[src/inc/pmcg_defines.svh]
`ifndef PMCG_DEFINES_SVH
`define PMCG_DEFINES_SVH

`define PMCG_MCLK_MAX_MHZ      120
`define PMCG_SYSCLK_MAX_MHZ    60
`define PMCG_PCE_WIDTH         16
`define PMCG_PCE_RESET         16'hFFFF

`endif

[src/inc/pmcg_pkg.sv]
package pmcg_pkg;
  typedef enum logic [1:0] {
    PMCG_RUN,
    PMCG_WAIT,
    PMCG_STOP
  } pmcg_mode_e;
endpackage : pmcg_pkg

[src/design/pmcg_clock_gate.sv]
// Summary of operation
// - system and peripheral clocks are the master clock divided by two
// - run mode keeps core, memory and peripheral clocks running
// - wait mode gates core and memory clocks, peripherals keep running
// - unmasked peripheral interrupt in wait mode restores core clocks
// - stop mode keeps divider running but gates most outgoing clocks
// - stop exits only on can traffic, unclocked irq, watchdog, external or power-on reset
// - can wake-up loses the first message; later messages are received
// - per-clock enables switch single clocks off regardless of mode
// - oscillator and pll may be shut down when unused
`include "pmcg_defines.svh"

module pmcg_clock_gate #(
  parameter int PCE_WIDTH = `PMCG_PCE_WIDTH
) (
  input  wire logic                  clk,
  input  wire logic                  reset_n,
  input  wire logic                  wait_req,
  input  wire logic                  stop_req,
  input  wire logic                  periph_irq,
  input  wire logic                  can_traffic,
  input  wire logic                  unclocked_irq,
  input  wire logic [PCE_WIDTH-1:0]  peripheral_clock_enable_reg,
  input  wire logic                  clock_disable_control,
  input  wire logic                  debug_port_clock_enable,
  input  wire logic                  osc_in_use,
  input  wire logic                  pll_in_use,
  output logic                       core_clk_en,
  output logic                       mem_clk_en,
  output logic [PCE_WIDTH-1:0]       periph_clk_en,
  output logic                       debug_clk_en,
  output logic                       sys_clk_phase,
  output logic                       can_drop_first,
  output logic                       osc_shutdown,
  output logic                       pll_shutdown,
  output pmcg_pkg::pmcg_mode_e       mode
);
  import pmcg_pkg::*;

  // wider enable words could not be loaded from the shared reset constant
  if (PCE_WIDTH < 1 || PCE_WIDTH > `PMCG_PCE_WIDTH) begin : g_width_check
    $error("pmcg_clock_gate: PCE_WIDTH out of range");
  end

  // stop wins when both instructions are flagged in one cycle
  function automatic pmcg_mode_e pmcg_request(
    input logic stop_in,
    input logic wait_in
  );
    pmcg_mode_e target;
    target = PMCG_RUN;
    if (stop_in) begin
      target = PMCG_STOP;
    end else if (wait_in) begin
      target = PMCG_WAIT;
    end
    return target;
  endfunction : pmcg_request

  function automatic logic pmcg_core_allowed(
    input pmcg_mode_e m
  );
    logic allowed;
    allowed = 1'b0;
    case (m)
      PMCG_RUN: begin
        allowed = 1'b1;
      end
      PMCG_WAIT: begin
        allowed = 1'b0;
      end
      PMCG_STOP: begin
        allowed = 1'b0;
      end
      default: begin
        allowed = 1'b0;
      end
    endcase
    return allowed;
  endfunction : pmcg_core_allowed

  function automatic logic pmcg_periph_allowed(
    input pmcg_mode_e m
  );
    logic allowed;
    allowed = 1'b0;
    case (m)
      PMCG_RUN: begin
        allowed = 1'b1;
      end
      PMCG_WAIT: begin
        allowed = 1'b1;
      end
      PMCG_STOP: begin
        allowed = 1'b0;
      end
      default: begin
        allowed = 1'b0;
      end
    endcase
    return allowed;
  endfunction : pmcg_periph_allowed

  // resets leave stop through reset_n itself, so only the other wakes show here
  function automatic logic pmcg_wake(
    input pmcg_mode_e m,
    input logic       irq_in,
    input logic       can_in,
    input logic       nclk_in
  );
    logic wake;
    wake = 1'b0;
    case (m)
      PMCG_WAIT: begin
        wake = irq_in || nclk_in;
      end
      PMCG_STOP: begin
        wake = can_in || nclk_in;
      end
      default: begin
        wake = 1'b0;
      end
    endcase
    return wake;
  endfunction : pmcg_wake

  typedef struct packed {
    logic                 div;
    pmcg_mode_e           mode;
    logic                 core_en;
    logic                 mem_en;
    logic [PCE_WIDTH-1:0] per_en;
    logic                 dbg_en;
    logic                 can_drop;
    logic                 osc_off;
    logic                 pll_off;
  } pmcg_state_s;

  pmcg_state_s state_reg;
  pmcg_state_s state_next;

  logic                 core_want;
  logic                 per_want;
  logic                 wake_now;
  logic [PCE_WIDTH-1:0] per_want_vec;

  assign core_want = pmcg_core_allowed(state_reg.mode);
  assign per_want  = pmcg_periph_allowed(state_reg.mode);
  assign wake_now  = pmcg_wake(state_reg.mode, periph_irq, can_traffic, unclocked_irq);

  // each peripheral gate follows its own enable bit while the mode allows it
  for (genvar gi = 0; gi < PCE_WIDTH; gi++) begin : g_per_gate
    assign per_want_vec[gi] = per_want && peripheral_clock_enable_reg[gi];
  end

  always_comb begin
    state_next     = state_reg;
    state_next.div = ~state_reg.div;
    case (state_reg.mode)
      PMCG_RUN: begin
        state_next.mode = pmcg_request(stop_req, wait_req);
      end
      PMCG_WAIT: begin
        if (wake_now) begin
          state_next.mode = PMCG_RUN;
        end
      end
      PMCG_STOP: begin
        if (wake_now) begin
          state_next.mode = PMCG_RUN;
          if (can_traffic) begin
            state_next.can_drop = 1'b1;
          end
        end
      end
      default: begin
        state_next.mode = PMCG_RUN;
      end
    endcase
    // the first message ends when traffic goes quiet; later ones are kept
    if (state_reg.can_drop && !can_traffic && state_reg.mode == PMCG_RUN) begin
      state_next.can_drop = 1'b0;
    end
    // enables move only when the divided clock is about to go low
    if (state_reg.div) begin
      state_next.core_en = core_want && !clock_disable_control;
      state_next.mem_en  = core_want;
      state_next.per_en  = per_want_vec;
      state_next.dbg_en  = core_want && debug_port_clock_enable;
    end
    state_next.osc_off = !osc_in_use;
    state_next.pll_off = !pll_in_use;
  end

  always_ff @(posedge clk) begin
    if (!reset_n) begin
      state_reg.div      <= 1'b0;
      state_reg.mode     <= PMCG_RUN;
      state_reg.core_en  <= 1'b1;
      state_reg.mem_en   <= 1'b1;
      state_reg.per_en   <= PCE_WIDTH'(`PMCG_PCE_RESET);
      state_reg.dbg_en   <= 1'b0;
      state_reg.can_drop <= 1'b0;
      state_reg.osc_off  <= 1'b0;
      state_reg.pll_off  <= 1'b0;
    end else begin
      state_reg <= state_next;
    end
  end

  assign core_clk_en    = state_reg.core_en;
  assign mem_clk_en     = state_reg.mem_en;
  assign periph_clk_en  = state_reg.per_en;
  assign debug_clk_en   = state_reg.dbg_en;
  assign sys_clk_phase  = state_reg.div;
  assign can_drop_first = state_reg.can_drop;
  assign osc_shutdown   = state_reg.osc_off;
  assign pll_shutdown   = state_reg.pll_off;
  assign mode           = state_reg.mode;
endmodule : pmcg_clock_gate

[config.mk]
export PLATFORM = sky130hd
export DESIGN_NAME = pmcg_clock_gate
export DESIGN_NICKNAME = d
export VERILOG_FILES = /design/src/inc/pmcg_pkg.sv /design/src/design/pmcg_clock_gate.sv
export VERILOG_INCLUDE_DIRS = /design/src /design/src/inc
export SDC_FILE = /design/constraint.sdc
export NUM_CORES = 1
export LEC_CHECK = 0
export ABC_AREA = 1
export BUFFER_PORTS_ARGS = -buffer_cell sky130_fd_sc_hd__buf_2
export CAP_MARGIN = 20
export CORE_MARGIN = 2
export CORE_UTILIZATION = 48
export DETAILED_ROUTE_END_ITERATION = 16
export MAX_ROUTING_LAYER = met4
export PLACE_DENSITY = 0.87
export SLEW_MARGIN = 25
export SYNTH_ARGS = -nofsm -noshare
export SYNTH_HDL_FRONTEND = slang
export SYNTH_SLANG_ARGS = --single-unit
[constraint.sdc]
create_clock -name clk -period 2.51 [get_ports clk]
set_clock_uncertainty 0.15 [all_clocks]
set_input_delay 0.1255 -clock clk [delete_from_list [all_inputs] [get_ports clk]]
set_output_delay 0.1255 -clock clk [all_outputs]
set_load 0.03 [all_outputs]
==> results.cfg, run 1 <==
[outcome]
status = completed

[synth]
synth_cells = 122
synth_warnings = 0
ys_async_sr_fraction = 0
syn_nets = 152
ys_top_cells_by_area = dfxtp_1 47%, nand3_2 9.4%, a21oi_1 8.5%, nand2_1 6.4%, nand2_2 5.9%
synth_edf_count = 0
seq_area_frac_synth = 0.471
synth_area_per_cell_sq_um = 8.71
synth_top_area_share = 0.471
synth.most_common_cell = dfxtp_1
synth_common_cells = 25 x dfxtp_1, 18 x a21oi_1, 18 x nand2_1
syn-cell-area_sq_um = 1060
ys_ff_latch = 25
synth_top_cell_by_area = dfxtp_1
synth_cell_types = 20
synth_flop_cell = dfxtp_1

[floorplan]
core_area_sq_um = 2150
die-area_sq_um = 2610
fp.dieW_microns = 51.0
ioPinCount = 52
die_y_microns = 51.0
rows = 17
start_util = 0.494

[clock_network]
clkTransAtPathRegs_ns = 0.14
cts_buffers = 3
clk_latency_ns = 0.32
cts_root_buf = clkbuf_4
htreeDepth = 1
cts_buffer_depth = 2
cts_tree = built
clock-sinks = 25

[timing]
rsz0062_at_grt = no
finalMaxSlewViolations = 0
period_share = 0.937
finalSetupViolCount = 0
fin_setup_tns_ns = 0
worst_pin_slew_ns = 0.684
max_freq_ghz = 0.425
worst_slack_ns = 0.159
finalCriticalPeriod_ns = 2.35
slew_headroom = 0.544
hold_viol_final = 0

[place]
io_buffers = 51
hpwl_microns = 1680
gp_congestion = 0.782
placed_area_sq_um = 1300
place_ws_ns = 0.831

[min_path]
hold_path_class = in -> reg
holdPathEnd = mode[1]
hold_depth = 5
hold_path_startpoint = unclocked_irq

[grt]
grt_pass1_wl_microns = 4340
grtUsageTotal = 0.229
grt_antenna_before_repair = 0
grt_pass1_vias = 1076
grt-ovfl-total = 0
grt_max_degree = 21

[critical_path]
r2r-start = mode[0]
rr_endpoint = mode[0]
reg2reg_slack_ns = 0.16
start_kind = flip-flop
required_ns = 2.58
worst_setup_path_end_kind = flip-flop
critical_path_class = reg -> reg
cp_max_fo = 5
crit_arrival_ns = 2.42
reg2reg_depth = 8

[drt]
via_per_inst = 4.90
final_antenna_net_count = 0
drtIter0Drc = 17
drt_pass1_iterations = 4
wl_per_cell_microns = 12.2
vias = 1107
wirelength_microns = 2770
route.detailed.drc = 0

[layout]
nets = 229
finalInstanceArea_sq_um = 1600
drive_gt1_frac = 0.399
fillers = 167
antenna_cells = 0
syn_to_final_growth_pct = 50.6

[power]
p_per_area_nw_per_um2 = 562
power.ir.vdd_worst_v = 0.000360
p_leak_nw = 0.721

[flow_run]
maxCapViolCount = 0
cell type report:
| type | count | area, sq um | share of cell area |
|---|---|---|---|
| Timing Repair Buffer | 79 | 533 | 0.333 |
| Clock inverter | 1 | 7.51 | 0.00469 |
| Clock buffer | 3 | 22.5 | 0.0141 |
| Multi-Input combinational cell | 81 | 468 | 0.292 |
| Sequential cell | 25 | 500 | 0.313 |
| Inverter | 9 | 33.8 | 0.0211 |
| Tap cell | 28 | 35.0 | 0.0219 |
registers in the layout, summed over array words and instances, names as in the netlist:
name / count
osc_shutdown: 1
debug_clk_en: 1
mem_clk_en: 1
can_drop_first: 1
core_clk_en: 1
mode: 2
periph_clk_en: 16
sys_clk_phase: 1
pll_shutdown: 1
how the worst max path moves through the flow:
stage	startpoint	end	slack [ns]	cells after the start
after floorplan	mode[0]	periph_clk_en[0]	0.78	7
after global placement	mode[0]	periph_clk_en[10]	0.91	5
after detailed placement	mode[0]	periph_clk_en[13]	0.83	5
after CTS	mode[0]	mode[0]	0.24	8
after global routing	mode[0]	mode[0]	0.07	8
final	mode[0]	mode[0]	0.16	8
placed cells by master (no fill, tap or decap):
cell | netlist | layout
nand3b_1 | 1 | 1
nor2_2 | 1 | 1
inv_1 | 7 | 7
buf_2 | 2 | 51
nand3_2 | 10 | 10
ha_1 | 3 | 3
inv_2 | 2 | 2
clkbuf_4 | 0 | 3
buf_4 | 2 | 1
nand3_1 | 8 | 8
o21ai_0 | 3 | 3
a21oi_1 | 18 | 18
dlygate4sd3_1 | 0 | 27
dfxtp_1 | 25 | 25
nand4_1 | 2 | 2
nand2_1 | 18 | 18
clkinvlp_4 | 0 | 1
or2_1 | 1 | 1
nor2_1 | 6 | 6
nand2_2 | 10 | 10
kinds of logic after synthesis:
group / Yosys count / synth area share
compound gates: 21 / 0.0989
simple gates: 57 / 0.306
fa+ha+maj: 3 / 0.0353
flops: 25 / 0.471
buf+inv: 16 / 0.0883
worst max-delay path, stage by stage (launching register included):
cell and delay [ns]:
dfxtp_1 0.39, inv_1 0.10, ha_1 0.26, nand3b_1 0.09, dlygate4sd3_1 0.56, nand2_1 0.07
inv_1 0.05, nor2_1 0.04, dlygate4sd3_1 0.55
layer usage:
layer / global-route usage / wire (microns) / vias up
met3: 0.0263 / 140 / 2
li1: - / - / 554
met4: 0.0991 / 17 / 0
met2: 0.431 / 1490 / 38
met5: - / 0 / -
met1: 0.238 / 1120 / 513
per-stage QoR:
stage | power [mW] | cells | hold slack, ns | utilization
floorplan | 0.636 | 122 | 0.0479 | -
global placement | 0.682 | 195 | 0.136 | 0.605
detailed placement | 0.689 | 195 | 0.139 | 0.605
CTS | 0.901 | 226 | 0.0324 | 0.745
global route | 0.946 | 226 | 0.0770 | 0.745
finish | 0.900 | 226 | 0.0594 | 0.745
where the power goes:
group          internal (mW)  switching (mW)  total, mW
clock network         0.0608           0.121      0.182
logic                  0.103           0.164      0.267
registers              0.430          0.0209      0.451
total                  0.594           0.306      0.900
what timing repair did:
| action | 4_1_cts | 5_1_grt |
|---|---|---|
| hold buffers | 27 | 0 |
| endpoints found under the hold margin | 24 | 0 |
| buffers inserted | 0 | 0 |
| gates resized for setup | 0 | 0 |
(Power assumes the default switching activity.)
==> inputs of run 2 (changes only) <==
--- a/config.mk
+++ b/config.mk
@@ -11,9 +11,11 @@
 export CAP_MARGIN = 20
 export CORE_MARGIN = 2
 export CORE_UTILIZATION = 48
+export CTS_CLUSTER_DIAMETER = 100
 export DETAILED_ROUTE_END_ITERATION = 16
 export MAX_ROUTING_LAYER = met4
 export PLACE_DENSITY = 0.87
+export RECOVER_POWER = 25
 export SLEW_MARGIN = 25
 export SYNTH_ARGS = -nofsm -noshare
 export SYNTH_HDL_FRONTEND = slang
==> run 2 against run 1 <==
Effect of this change: final cell count is the same; maximum frequency hardly changed; clock power barely moved; sequential power about the same; global-route usage did not move; core utilization decreased by 0.58 points; clock-buffer cell count stayed put; first-iteration DRC count did not move; power shrank 0.40%; sequential share of layout area up 0.25 points; worst setup slack improved by 0.0023 ns; largest cell class unchanged.
==> results.cfg, run 2 (same netlist as run 1, synthesis figures left out) <==
[clock_network]
cts_root_buf = clkbuf_4
clkTransAtPathRegs_ns = 0.14
htreeDepth = 1
clock-sinks = 25
cts_buffers = 3
cts-resized-gates = 0
cts_tree = built
cts_buffer_depth = 2
clk_latency_ns = 0.32

[drt]
wirelength_microns = 2760
wl_per_cell_microns = 12.2
final_antenna_net_count = 0
vias = 1110
route.detailed.drc = 0
drtIter0Drc = 17
via_per_inst = 4.91
drt_pass1_iterations = 5

[power]
p_per_area_nw_per_um2 = 564
power.ir.vdd_worst_v = 0.000359
finalPower_uw = 896
p_leak_nw = 0.698

[floorplan]
die-area_sq_um = 2610
die_y_microns = 51.0
start_util = 0.494
fp.dieW_microns = 51.0
ioPinCount = 52
rows = 17
core_area_sq_um = 2150

[critical_path]
critical_path_class = reg -> reg
path_cells = inv_1 > ha_1 > nand3b_1 > dlygate4sd3_1 > nand2_1 > inv_1 > nor2_1 > dlygate4sd3_1
start_kind = flip-flop
critPathMaxStageDelay_ns = 0.56
crit_arrival_ns = 2.42
worst_setup_path_end_kind = flip-flop
required_ns = 2.58
cpMaxStageDelayCell = dlygate4sd3_1
cp_max_fo = 5

[timing]
fin_setup_tns_ns = 0
period_share = 0.936
rsz0062_at_grt = no
finalSetupViolCount = 0
finalMaxSlewViolations = 0
worst_slack_ns = 0.162
hold_viol_final = 0
max_freq_ghz = 0.426
slew_headroom = 0.546
finalCriticalPeriod_ns = 2.35
worst_pin_slew_ns = 0.681

[grt]
grt_pass1_vias = 1076
grt_pass1_wl_microns = 4340
grtUsageTotal = 0.229
grt_max_degree = 21
grt_antenna_before_repair = 0
grt-ovfl-total = 0

[flow_run]
maxCapViolCount = 0

[outcome]
status = completed

[layout]
fillers = 168
nets = 229
drive_gt1_frac = 0.343
syn_to_final_growth_pct = 49.5
final_common_cell = buf_2
utilization = 0.739
antenna_cells = 0
largest_reg_flops = 16
finalInstanceArea_sq_um = 1590
most-common-layout-cells = 41 x buf_2, 27 x dlygate4sd3_1, 25 x dfxtp_1

[place]
io_buffers = 51
place_ws_ns = 0.831
hpwl_microns = 1680
placed_area_sq_um = 1300
gp_congestion = 0.782

[min_path]
hold_path_class = in -> reg
run 2: cell types whose count changed in the layout (fill, tap and decap cells not counted), sizes merged:
cell,change
clkbuf,+10
buf,-10
run 2: worst max-delay path: cells and delay by family (launching register included):
| family | cells | cell delay [ns] |
|---|---|---|
| flops | 1 | 0.39 |
| fa+ha+maj | 1 | 0.26 |
| simple gates | 3 | 0.19 |
| buf+inv | 4 | 1.26 |
run 2: final timing paths:
check / start / slack [ns] / endpoint / depth (start not counted)
worst max-delay path: mode[0] / 0.16 / mode[0] / 8
worst min-delay path: unclocked_irq / 0.06 / mode[1] / 5
worst max register to register: mode[0] / 0.16 / mode[0] / 8
worst min register to register: mem_clk_en / 0.33 / mem_clk_en / 2
run 2: where the power goes:
part | switching [mW] | internal, mW
Sequential | 0.0213 | 0.430
Clock | 0.121 | 0.0607
Combinational | 0.164 | 0.0997
run 2: what timing repair did:
action	CTS	global route
hold buffers	27	0
endpoints found under the hold margin	24	0
setup endpoints to repair	0	0
buffers inserted	0	0
run 2: per-layer routing:
metal	part of all wire	vias up	wire [microns]	track usage
met4	0.013	0	35	0.0991
met1	0.40	508	1100	0.238
met5	0	-	0	-
met3	0.054	4	148	0.0263
met2	0.53	44	1470	0.431
li1	-	554	-	-
run 2: cell type report:
class                           instances  area (sq um)  share of cell area
Clock buffer                            3          22.5              0.0142
Clock inverter                          1          7.51             0.00473
Inverter                                9          33.8              0.0213
Multi-Input combinational cell         81           468               0.295
Sequential cell                        25           500               0.315
Tap cell                               28          35.0              0.0221
Timing Repair Buffer                   79           520               0.328
run 2: stage by stage:
stage          std cells  hold slack, ns
3_3_place_gp         195           0.136
6_report             226          0.0597
4_1_cts              226          0.0324
5_1_grt              226          0.0770
3_5_place_dp         195           0.139
2_1_floorplan        122          0.0479
==> inputs of run 3 (changes only) <==
--- a/config.mk
+++ b/config.mk
@@ -10,11 +10,12 @@
 export BUFFER_PORTS_ARGS = -buffer_cell sky130_fd_sc_hd__buf_2
 export CAP_MARGIN = 20
 export CORE_MARGIN = 2
-export CORE_UTILIZATION = 48
+export CORE_UTILIZATION = 44
 export CTS_CLUSTER_DIAMETER = 100
 export DETAILED_ROUTE_END_ITERATION = 16
+export HOLD_SLACK_MARGIN = 0.06
 export MAX_ROUTING_LAYER = met4
-export PLACE_DENSITY = 0.87
+export PLACE_DENSITY = 0.81
 export RECOVER_POWER = 25
 export SLEW_MARGIN = 25
 export SYNTH_ARGS = -nofsm -noshare
==> constraint.sdc (replaced) <==
create_clock -name clk -period 2.6 [get_ports clk]
set_clock_uncertainty 0.15 [all_clocks]
set_input_delay 0.13 -clock clk [delete_from_list [all_inputs] [get_ports clk]]
set_output_delay 0.13 -clock clk [all_outputs]
set_load 0.03 [all_outputs]
==> run 3 against run 2 <==
Effect of this change: sequential power down 4%; global-route usage decreased by 1.6 points; worst hold slack lost 0.020 ns; wire length is 1.8% lower; critical path depth rose by 2; register-to-register slack improved by 0.34 ns; combinational power about the same; cell area up 0.63%; die area increased by 8.4%; final cell count grew 0.44%; clock-buffer cell count is 1 higher; non-clock buffer count is the same; critical endpoint is now mode[1]; largest power group unchanged.
==> results.cfg, run 3 (same netlist as run 1, synthesis figures left out) <==
[clock_network]
clkTransAtPathRegs_ns = 0.13
cts_root_buf = clkbuf_4
clock-sinks = 25
cts_buffer_depth = 2
clk_latency_ns = 0.30
htreeDepth = 1
cts_tree = built
cts_buffers = 3

[power]
p_per_area_nw_per_um2 = 539
p_leak_nw = 0.714
finalPower_uw = 862
power.ir.vdd_worst_v = 0.000378

[drt]
via_per_inst = 4.81
drtIter0Drc = 12
wirelength_microns = 2710
drt_pass1_iterations = 4
final_antenna_net_count = 0
vias = 1092
route.detailed.drc = 0
wl_per_cell_microns = 11.9

[critical_path]
worst_setup_path_end_kind = flip-flop
rr_endpoint = mode[1]
reg2reg_slack_ns = 0.50
crit_arrival_ns = 2.20
start_kind = flip-flop
reg2reg_depth = 10
required_ns = 2.71
critical_path_class = reg -> reg
cp_max_fo = 3
r2r-start = mode[1]

[place]
io_buffers = 51
hpwl_microns = 1750
gp_congestion = 0.803

[layout]
nets = 229
fillers = 188
syn_to_final_growth_pct = 50.4
regArea_sq_um = 503
multi_input_area_sq_um = 475
most-common-layout-cells = 40 x buf_2, 26 x dlygate4sd3_1, 23 x dfxtp_1
largest_reg_flops = 16
final_common_cell = buf_2
drive_gt1_frac = 0.359

[timing]
worst_pin_slew_ns = 0.709
rsz0062_at_grt = no
period_share = 0.807
max_freq_ghz = 0.477
slew_headroom = 0.527
fin_setup_tns_ns = 0
finalCriticalPeriod_ns = 2.10
finalSetupViolCount = 0
hold_viol_final = 0
hold_slack_ns = 0.0393
finalMaxSlewViolations = 0

[min_path]
hold_depth = 5
hold_path_startpoint = unclocked_irq
hold_path_class = in -> reg
holdPathEnd = mode[0]

[floorplan]
core_area_sq_um = 2250
ioPinCount = 52
rows = 17
die-area_sq_um = 2820
die_y_microns = 53.1
fp.dieW_microns = 53.1
start_util = 0.471

[flow_run]
maxCapViolCount = 0

[grt]
grt_pass1_wl_microns = 4280
grt_antenna_before_repair = 0
grtUsageTotal = 0.213
grt-ovfl-total = 0
grt_pass1_vias = 1080
grt_max_degree = 21

[outcome]
status = completed
-- run 3: layout make-up --
class                   instances  area share
inverters                       9      0.0211
diodes                          1     0.00157
multi-input cells              81       0.298
flip-flops and latches         25       0.315
clock buffers                   4      0.0164
well taps                      28      0.0219
repair buffers                 79       0.327
-- run 3: timing repair --
item                                    CTS  global route
endpoints found under the setup margin    0             2
hold buffers                             28             0
setup buffers                             0             0
resized for setup                         0             6
hold endpoints to repair                 24             0
-- run 3: worst max-delay path, cell delays in order (launching register included) --
cell and delay [ns]:
dfxtp_2 0.37, inv_1 0.07, ha_1 0.28, inv_1 0.05
nor2_2 0.13, nand3_2 0.08, nand2_1 0.07, dlymetal6s4s_1 0.19
inv_1 0.04, nor2_1 0.08, dlygate4sd3_1 0.54
-- run 3: worst max path at each step --
stage / to / from / slack [ns] / cells past startpoint
detailed placement: periph_clk_en[11] / mode[0] / 0.89 / 5
CTS: mode[1] / mode[1] / 0.07 / 10
floorplan: periph_clk_en[0] / mode[0] / 0.87 / 7
global placement: periph_clk_en[11] / mode[0] / 0.99 / 5
finish: mode[1] / mode[1] / 0.50 / 10
global route: mode[1] / mode[1] / 0.31 / 10
-- run 3: through the flow --
step | utilization | std cells | cell area [sq um] | setup WS (ns)
floorplan | - | 122 | 1060 | 0.866
global placement | 0.577 | 195 | 1300 | 0.993
detailed placement | 0.577 | 195 | 1300 | 0.890
CTS | 0.713 | 227 | 1610 | 0.0664
global route | 0.708 | 226 | 1600 | 0.311
finish | 0.709 | 227 | 1600 | 0.502
-- run 3: routing by layer --
| layer | GRT usage | wire length, microns |
|---|---|---|
| met1 | 0.219 | 1080 |
| met2 | 0.394 | 1390 |
| met3 | 0.0254 | 166 |
| met4 | 0.111 | 69 |
| met5 | - | 0 |
-- run 3: where the power goes --
part,internal (mW),total (mW),switching [mW]
combinational,0.101,0.261,0.160
sequential,0.416,0.435,0.0198
clock,0.0598,0.166,0.106
total,0.576,0.862,0.286
